[config.mk]
export PLATFORM = sky130hd
export DESIGN_NAME = udcrc_host
export DESIGN_NICKNAME = d
export VERILOG_FILES = /design/src/udcrc_crc.sv /design/src/udcrc_host.sv
export SDC_FILE = /design/constraint.sdc
export NUM_CORES = 1
export LEC_CHECK = 0
export ABC_CLOCK_PERIOD_IN_PS = 8200
export BUFFER_PORTS_ARGS = -buffer_cell sky130_fd_sc_hd__clkbuf_2
export CORE_MARGIN = 5
export CORE_UTILIZATION = 50
export CTS_CLUSTER_DIAMETER = 150
export DETAILED_ROUTE_END_ITERATION = 16
export MAX_ROUTING_LAYER = met4
export PLACE_DENSITY = 0.72
export SLEW_MARGIN = 0
export SYNTH_ARGS = -nofsm -noshare
export SYNTH_HDL_FRONTEND = slang
export SYNTH_SLANG_ARGS = --single-unit
[constraint.sdc]
create_clock -name sys_clk -period 8.2 [get_ports sys_clk]
set_clock_uncertainty 0.15 [all_clocks]
set_input_delay 1.64 -clock sys_clk [delete_from_list [all_inputs] [get_ports sys_clk]]
set_output_delay 1.64 -clock sys_clk [all_outputs]
set_load 0.05 [all_outputs]
[src/udcrc_crc.sv]
`timescale 1ns/1ps
package udcrc_pkg;
    localparam int          CLK_NS    = 40;
    localparam logic [15:0] CRC_SEED  = 16'h4ABA;
    // link timing, plain defaults in ns
    localparam int          T_DVS_NS  = 70;
    localparam int          T_ACK_NS  = 20;
    localparam int          T_M0_NS   = 240;
    localparam int          T_M1_NS   = 160;
    localparam int          T_M2_NS   = 120;
    localparam logic [3:0]  DVS_CYC   = 4'((T_DVS_NS + CLK_NS - 1) / CLK_NS);
    localparam logic [3:0]  ACK_CYC   = 4'((T_ACK_NS + CLK_NS - 1) / CLK_NS);
    localparam logic [3:0]  M0_CYC    = 4'((T_M0_NS + CLK_NS - 1) / CLK_NS);
    localparam logic [3:0]  M1_CYC    = 4'((T_M1_NS + CLK_NS - 1) / CLK_NS);
    localparam logic [3:0]  M2_CYC    = 4'((T_M2_NS + CLK_NS - 1) / CLK_NS);
    // register byte offsets
    localparam logic [7:0]  A_CTRL    = 8'h00;
    localparam logic [7:0]  A_TXDATA  = 8'h04;
    localparam logic [7:0]  A_RXDATA  = 8'h08;
    localparam logic [7:0]  A_STATUS  = 8'h0C;
    localparam logic [7:0]  A_CRC     = 8'h10;
    // control fields
    localparam int          CTRL_START = 0;
    localparam int          CTRL_DIRIN = 1;
    localparam int          CTRL_STOP  = 2;
    localparam int          CTRL_MODE  = 4;

    typedef enum logic [3:0] {
        S_IDLE      = 4'h0,
        S_OUT_WAIT  = 4'h1,
        S_OUT_SETUP = 4'h2,
        S_IN_RUN    = 4'h3,
        S_STOP      = 4'h4,
        S_CRC       = 4'h5,
        S_ACK       = 4'h6
    } udcrc_state_t;

    typedef struct packed {
        logic        dmack_n;
        logic        stop;
        logic        hstrobe;
        logic [15:0] d_out;
        logic        d_oe;
    } udcrc_pins_t;

    // word-parallel update of x16+x12+x5+1
    function automatic logic [15:0] crc_step(input logic [15:0] c,
                                             input logic [15:0] d);
        logic [16:1] f;
        logic [15:0] n;
        f = '0;
        n = '0;
        for (int k = 1; k <= 4; k++) begin
            f[k] = d[k-1] ^ c[16-k];
        end
        for (int k = 5; k <= 11; k++) begin
            f[k] = d[k-1] ^ c[16-k] ^ f[k-4];
        end
        for (int k = 12; k <= 16; k++) begin
            f[k] = d[k-1] ^ c[16-k] ^ f[k-11] ^ f[k-4];
        end
        for (int b = 0; b <= 4; b++) begin
            n[b] = f[16-b];
        end
        for (int b = 5; b <= 11; b++) begin
            n[b] = f[16-b] ^ f[21-b];
        end
        for (int b = 12; b <= 15; b++) begin
            n[b] = f[16-b] ^ f[21-b] ^ f[28-b];
        end
        return n;
    endfunction

    // strobe setup per ultra mode; slower modes stretch it
    function automatic logic [3:0] mode_cycles(input logic [1:0] m);
        case (m)
            2'h0:    mode_cycles = M0_CYC;
            2'h1:    mode_cycles = M1_CYC;
            default: mode_cycles = M2_CYC;
        endcase
    endfunction
endpackage

module udcrc_crc_engine (
    input  wire logic        sys_clk,
    input  wire logic        rst_b,
    input  wire logic        load,
    input  wire logic        step,
    input  wire logic [15:0] data,
    output logic      [15:0] crc
);
    typedef struct packed {
        logic [15:0] crc;
    } udcrc_eng_t;

    udcrc_eng_t cur;
    udcrc_eng_t next_cur;

    always_comb begin
        next_cur = cur;
        if (load) begin
            next_cur.crc = udcrc_pkg::CRC_SEED;
        end else if (step) begin
            next_cur.crc = udcrc_pkg::crc_step(cur.crc, data);
        end
    end

    // sixteen-bit edge-triggered CRC register
    always_ff @(posedge sys_clk) begin
        if (!rst_b) begin
            cur <= '{crc: udcrc_pkg::CRC_SEED};
        end else begin
            cur <= next_cur;
        end
    end

    assign crc = cur.crc;
endmodule

[src/udcrc_host.sv]
`timescale 1ns/1ps
module udcrc_host (
    input  wire logic        sys_clk,
    input  wire logic        rst_b,
    input  wire logic [7:0]  paddr,
    input  wire logic        psel,
    input  wire logic        penable,
    input  wire logic        pwrite,
    input  wire logic [31:0] pwdata,
    output logic      [31:0] prdata,
    output logic             pready,
    output logic             pslverr,
    input  wire logic        dmarq,
    input  wire logic        dev_strobe_rdy,
    input  wire logic [15:0] d_in,
    output logic      [15:0] d_out,
    output logic             d_oe,
    output logic             dmack_n,
    output logic             stop,
    output logic             hstrobe
);
    typedef struct packed {
        udcrc_pkg::udcrc_state_t st;
        udcrc_pkg::udcrc_pins_t  pins;
        logic [3:0]              cnt;
        logic [15:0]             words;
        logic [15:0]             rx;
        logic [15:0]             last_sent;
        logic                    dir_in;
        logic [1:0]              mode;
        logic                    dmarq_s1;
        logic                    dmarq_s2;
        logic                    rdy_s1;
        logic                    rdy_s2;
        logic                    rdy_s3;
        logic [15:0]             d_s1;
        logic [15:0]             d_s2;
        logic [31:0]             prdata;
        logic                    pready;
        logic                    pslverr;
    } udcrc_host_t;

    udcrc_host_t cur;
    udcrc_host_t next_cur;
    logic        crc_load;
    logic        crc_step_en;
    logic [15:0] crc_data;
    logic [15:0] crc;
    logic        acc;
    logic        rdy_edge;

    udcrc_crc_engine u_crc (
        .sys_clk (sys_clk),
        .rst_b   (rst_b),
        .load    (crc_load),
        .step    (crc_step_en),
        .data    (crc_data),
        .crc     (crc)
    );

    always_comb begin
        next_cur         = cur;
        next_cur.pready  = 1'b0;
        next_cur.pslverr = 1'b0;
        // pins cross two flops before any logic looks at them
        next_cur.dmarq_s1 = dmarq;
        next_cur.dmarq_s2 = cur.dmarq_s1;
        next_cur.rdy_s1   = dev_strobe_rdy;
        next_cur.rdy_s2   = cur.rdy_s1;
        next_cur.rdy_s3   = cur.rdy_s2;
        next_cur.d_s1     = d_in;
        next_cur.d_s2     = cur.d_s1;
        crc_load    = 1'b0;
        crc_step_en = 1'b0;
        crc_data    = cur.pins.d_out;
        acc         = psel && penable && !cur.pready;
        rdy_edge    = cur.rdy_s2 ^ cur.rdy_s3;

        case (cur.st)
            udcrc_pkg::S_IDLE: begin
            end
            udcrc_pkg::S_OUT_WAIT: begin
                // device dropped its request: terminate
                if (!cur.dmarq_s2) begin
                    next_cur.st        = udcrc_pkg::S_STOP;
                    next_cur.pins.stop = 1'b1;
                end
            end
            udcrc_pkg::S_OUT_SETUP: begin
                if (!cur.dmarq_s2) begin
                    // word not strobed yet, so it never enters the crc
                    next_cur.st        = udcrc_pkg::S_STOP;
                    next_cur.pins.stop = 1'b1;
                end else if (cur.cnt != 4'h0) begin
                    next_cur.cnt = 4'(cur.cnt - 4'h1);
                end else if (!cur.rdy_s2) begin
                    next_cur.pins.hstrobe = ~cur.pins.hstrobe;
                    crc_step_en           = 1'b1;
                    next_cur.words        = 16'(cur.words + 16'h0001);
                    next_cur.st           = udcrc_pkg::S_OUT_WAIT;
                end
            end
            udcrc_pkg::S_IN_RUN: begin
                if (rdy_edge) begin
                    next_cur.rx    = cur.d_s2;
                    crc_data       = cur.d_s2;
                    crc_step_en    = 1'b1;
                    next_cur.words = 16'(cur.words + 16'h0001);
                end
                if (!cur.dmarq_s2) begin
                    next_cur.st        = udcrc_pkg::S_STOP;
                    next_cur.pins.stop = 1'b1;
                end
            end
            udcrc_pkg::S_STOP: begin
                // strobe edges seen here are returns, never data
                if (!cur.dmarq_s2) begin
                    next_cur.pins.hstrobe = 1'b1;
                    next_cur.pins.d_out   = crc;
                    next_cur.pins.d_oe    = 1'b1;
                    next_cur.cnt          = udcrc_pkg::DVS_CYC;
                    next_cur.st           = udcrc_pkg::S_CRC;
                end
            end
            udcrc_pkg::S_CRC: begin
                if (cur.cnt != 4'h0) begin
                    next_cur.cnt = 4'(cur.cnt - 4'h1);
                end else begin
                    next_cur.pins.dmack_n = 1'b1;
                    next_cur.last_sent    = crc;
                    next_cur.cnt          = udcrc_pkg::ACK_CYC;
                    next_cur.st           = udcrc_pkg::S_ACK;
                end
            end
            udcrc_pkg::S_ACK: begin
                // crc stays on the bus through the hold time
                if (cur.cnt != 4'h0) begin
                    next_cur.cnt = 4'(cur.cnt - 4'h1);
                end else begin
                    next_cur.pins.stop    = 1'b0;
                    next_cur.pins.d_oe    = 1'b0;
                    next_cur.pins.hstrobe = 1'b1;
                    next_cur.st           = udcrc_pkg::S_IDLE;
                end
            end
            default: begin
                next_cur.st = udcrc_pkg::S_IDLE;
            end
        endcase

        if (acc) begin
            next_cur.pready = 1'b1;
            next_cur.prdata = 32'h0000_0000;
            case (paddr)
                udcrc_pkg::A_CTRL: begin
                    if (pwrite) begin
                        next_cur.mode = pwdata[udcrc_pkg::CTRL_MODE +: 2];
                        if (pwdata[udcrc_pkg::CTRL_START]) begin
                            // also the path for a retry after error
                            if (cur.st == udcrc_pkg::S_IDLE && cur.dmarq_s2)
                            begin
                                crc_load = 1'b1;
                                next_cur.dir_in = pwdata[udcrc_pkg::CTRL_DIRIN];
                                next_cur.pins.dmack_n = 1'b0;
                                next_cur.pins.stop    = 1'b0;
                                next_cur.pins.d_oe    = 1'b0;
                                next_cur.words        = 16'h0000;
                                // in data-in the strobe pin is host ready
                                next_cur.pins.hstrobe =
                                    !pwdata[udcrc_pkg::CTRL_DIRIN];
                                next_cur.st = pwdata[udcrc_pkg::CTRL_DIRIN] ?
                                    udcrc_pkg::S_IN_RUN :
                                    udcrc_pkg::S_OUT_WAIT;
                            end else begin
                                next_cur.pslverr = 1'b1;
                            end
                        end else if (pwdata[udcrc_pkg::CTRL_STOP] &&
                                     (cur.st == udcrc_pkg::S_OUT_WAIT ||
                                      cur.st == udcrc_pkg::S_IN_RUN)) begin
                            next_cur.st        = udcrc_pkg::S_STOP;
                            next_cur.pins.stop = 1'b1;
                        end
                    end else begin
                        next_cur.prdata = {26'h0, cur.mode, 2'h0,
                                           cur.dir_in, 1'b0};
                    end
                end
                udcrc_pkg::A_TXDATA: begin
                    if (!pwrite) begin
                        next_cur.pslverr = 1'b1;
                    end else if (cur.st == udcrc_pkg::S_OUT_SETUP) begin
                        // word in flight: stall the bus
                        next_cur.pready = 1'b0;
                    end else if (cur.st == udcrc_pkg::S_OUT_WAIT &&
                                 cur.dmarq_s2) begin
                        next_cur.pins.d_out = pwdata[15:0];
                        next_cur.pins.d_oe  = 1'b1;
                        next_cur.cnt = udcrc_pkg::mode_cycles(cur.mode);
                        next_cur.st  = udcrc_pkg::S_OUT_SETUP;
                    end else begin
                        next_cur.pslverr = 1'b1;
                    end
                end
                udcrc_pkg::A_RXDATA: begin
                    next_cur.prdata = {16'h0, cur.rx};
                end
                udcrc_pkg::A_STATUS: begin
                    next_cur.prdata = {cur.words, 8'h00, 4'(cur.st), 2'h0,
                                       cur.dmarq_s2,
                                       cur.st != udcrc_pkg::S_IDLE};
                end
                udcrc_pkg::A_CRC: begin
                    next_cur.prdata = {cur.last_sent, crc};
                end
                default: begin
                    next_cur.pslverr = 1'b1;
                end
            endcase
        end
    end

    always_ff @(posedge sys_clk) begin
        if (!rst_b) begin
            cur <= '{st:        udcrc_pkg::S_IDLE,
                     pins:      '{dmack_n: 1'b1, stop: 1'b0, hstrobe: 1'b1,
                                  d_out: 16'h0000, d_oe: 1'b0},
                     cnt:       4'h0,
                     words:     16'h0000,
                     rx:        16'h0000,
                     last_sent: 16'h0000,
                     dir_in:    1'b0,
                     mode:      2'h0,
                     dmarq_s1:  1'b0,
                     dmarq_s2:  1'b0,
                     rdy_s1:    1'b1,
                     rdy_s2:    1'b1,
                     rdy_s3:    1'b1,
                     d_s1:      16'h0000,
                     d_s2:      16'h0000,
                     prdata:    32'h0000_0000,
                     pready:    1'b0,
                     pslverr:   1'b0};
        end else begin
            cur <= next_cur;
        end
    end

    assign prdata  = cur.prdata;
    assign pready  = cur.pready;
    assign pslverr = cur.pslverr;
    assign d_out   = cur.pins.d_out;
    assign d_oe    = cur.pins.d_oe;
    assign dmack_n = cur.pins.dmack_n;
    assign stop    = cur.pins.stop;
    assign hstrobe = cur.pins.hstrobe;
endmodule

==> flow_summary.toml <==
[pwr]
power.leakage_nw = 3.591
pwr_density_cell_nw_per_um2 = 189.7
peakVddDrop_mv = 0.1594

[sta]
finalSetupViolCount = 0
final_hold_viol_count = 0
fin_ws_ns = 3.260
worstMarginPinSlew_ns = 1.258
rsz0062_at_grt = "no"
fin_crit_sh = 0.6025
period_minus_slack_ns = 4.940
fin_tns_setup_ns = 0
clock.fmax_mhz = 202.4
drv_slew = 0
slew-limit-headroom = 0.1615

[logic_synthesis]
synth_common_cells = "dfxtp_1, nand2_1, and2_1, a21oi_1"
syn-num-nets = 1004
yosysSeqAreaShare = 0.4166
syn-instance-count = 938
synth.most_common_cell = "dfxtp_1"
synth_area_um2 = 7978
synth_edf_count = 0
synthArstFlopShare = 0
ys.flop_type = "dfxtp_1"
synth_warnings = 0
synth.distinct_cells = 60
synth_area_leader_cell = "dfxtp_1"
synth_seq_cells = 166
synth_area_leaders = "dfxtp_1, nand2_1, and2_1, buf_4, mux2i_1"
postSynthAreaPerCell_um2 = 8.505
synth_top_area_frac = 0.4166

[detailed_routing]
drt-vias-per-instance = 5.481
totalWireLength_mm = 19.71
drc = 0
drt-pass1-iter-count = 5
vias = 6512
antenna_left = 0
first_iter_violations = 395
wire_per_inst_um = 16.59

[clock_network]
cts_buffers = 17
numClockSinks = 166
cts_root_buf = "clkbuf_16"
clk_latency_ns = 0.42
htreeDepth = 4
post-cts-setup-buffers = 0
cts.path.max_buffers = 2
cts_tree = "yes"
path_clk_slew_ns = 0.06
postCtsHoldBufs = 0
cts_resized = 0

[global_routing]
grt_usage = 0.2258
grt_pass1_vias = 6129
use_met3 = 0.05181
gr-usage-met2 = 0.3181
grt_max_degree = 101
busiest_layer = "met2"
gr-total-overflow = 0
grt_antenna_before_repair = 0
met1_usage = 0.3134
grt_pass1_wl_mm = 31.97

[critical_path]
arrival_ns = 5.11
cp-start-kind = "input port"
r2r_cells = 9
path_class = "in2reg"
required_ns = 8.37
crit_path_end_kind = "flop"
path_max_fanout = 100

[layout]
n_antenna_cell = 0
seqCellArea_um2 = 3323
final_cells = 1188
nFillCells = 1478
nets = 1025
syn_to_final_growth_pct = 10.65
drive_gt1_frac = 0.1574
multi_input_comb_area_um2 = 4045

[floorplanning]
dieArea_um2 = 18580
io_pins = 117
core_area_um2 = 15770
row_count = 46
initial_utilization = 0.5059
die_w_um = 136.3
die_y_um = 136.3

[placement]
port_buffers = 100
routabilityCongestion = 0.9113
dp_hpwl_mm = 13.81
dpl.cell_count = 1156
post-place-ws_ns = 2.804

[min_path]
hold_depth = 1
hp-class = "reg2reg"

[status]
outcome = "finished clean"

[run]
cap_viol_max_count = 0
critical path, stage by stage:
cell      delay (ns)
clkbuf_2        0.08
buf_4           0.61
clkinv_1        1.02
nor2_1          0.88
nand2_1         0.28
or3_1           0.42
and3_1          0.14
report_power, final:
part / internal [mW] / total, mW / switching [mW]
combinational: 0.0170 / 0.0455 / 0.0286
clock: 0.471 / 0.806 / 0.336
sequential: 0.815 / 0.823 / 0.00740
layer usage:
layer,wire length (um),up-vias
li1,-,3218
met3,1516,35
met4,444,0
met5,0,-
met1,9489,2976
met2,8261,283
cell families after synthesis:
kind of cell,synth area share
and+or+nand+nor,0.2335
AOI/OAI and AO/OA,0.1598
other,0.0004701
DFF,0.4166
buffers and inverters,0.07810
muxes,0.03780
xor gates and xnor gates,0.06901
adders and majority gates,0.004706
layout by cell type, fill, tap and decap left out, types with 10 or more instances in the layout:
cell / n
xor2_1: 15
clkbuf_16: 17
nor3_1: 14
o211a_1: 17
a22oi_1: 27
and2_1: 67
nor2b_1: 32
xnor2_1: 24
nor2_1: 43
clkbuf_2: 100
nand4_1: 10
mux2i_1: 29
a21oi_1: 57
o21ai_0: 50
o211ai_1: 10
dfxtp_1: 166
nand2_1: 155
metrics by stage:
step | hold WS, ns | instance area [um2] | utilization | power (mW)
floorplan | 0.2363 | 7978 | - | 0.8648
CTS | 0.2823 | 8827 | 0.5597 | 1.688
global route | 0.2946 | 8827 | 0.5597 | 1.728
detailed placement | 0.2662 | 8229 | 0.5218 | 0.8863
finish | 0.2747 | 8827 | 0.5597 | 1.674
global placement | 0.2414 | 8229 | 0.5218 | 0.8858
path summary, 6_finish.rpt:
check	startpoint	end	slack, ns
worst max-delay path	rst_b	u_crc.crc[5]$_SDFFE_PP1P_	3.26
worst min-delay path	cur[68]$_SDFF_PN1_	cur[67]$_SDFF_PN1_	0.27
worst max register to register	cur[146]$_SDFF_PN0_	u_crc.crc[5]$_SDFFE_PP1P_	4.64
worst min register to register	cur[68]$_SDFF_PN1_	cur[67]$_SDFF_PN1_	0.27
layout make-up:
type	count	area share
inverter	8	0.003402
clock buffer	20	0.05174
sequential	166	0.3765
clock inverter	12	0.01602
tap	216	0.03062
multi-input combinational	658	0.4583
timing repair buffer	108	0.06350
flip-flops by register name, summed over array words and instances, names as in the netlist:
register / count
cur: 96
d_oe: 1
d_out: 16
dmack_n: 1
hstrobe: 1
prdata: 32
pready: 1
pslverr: 1
stop: 1
u_crc.crc: 16
(Power assumes the default switching activity.)
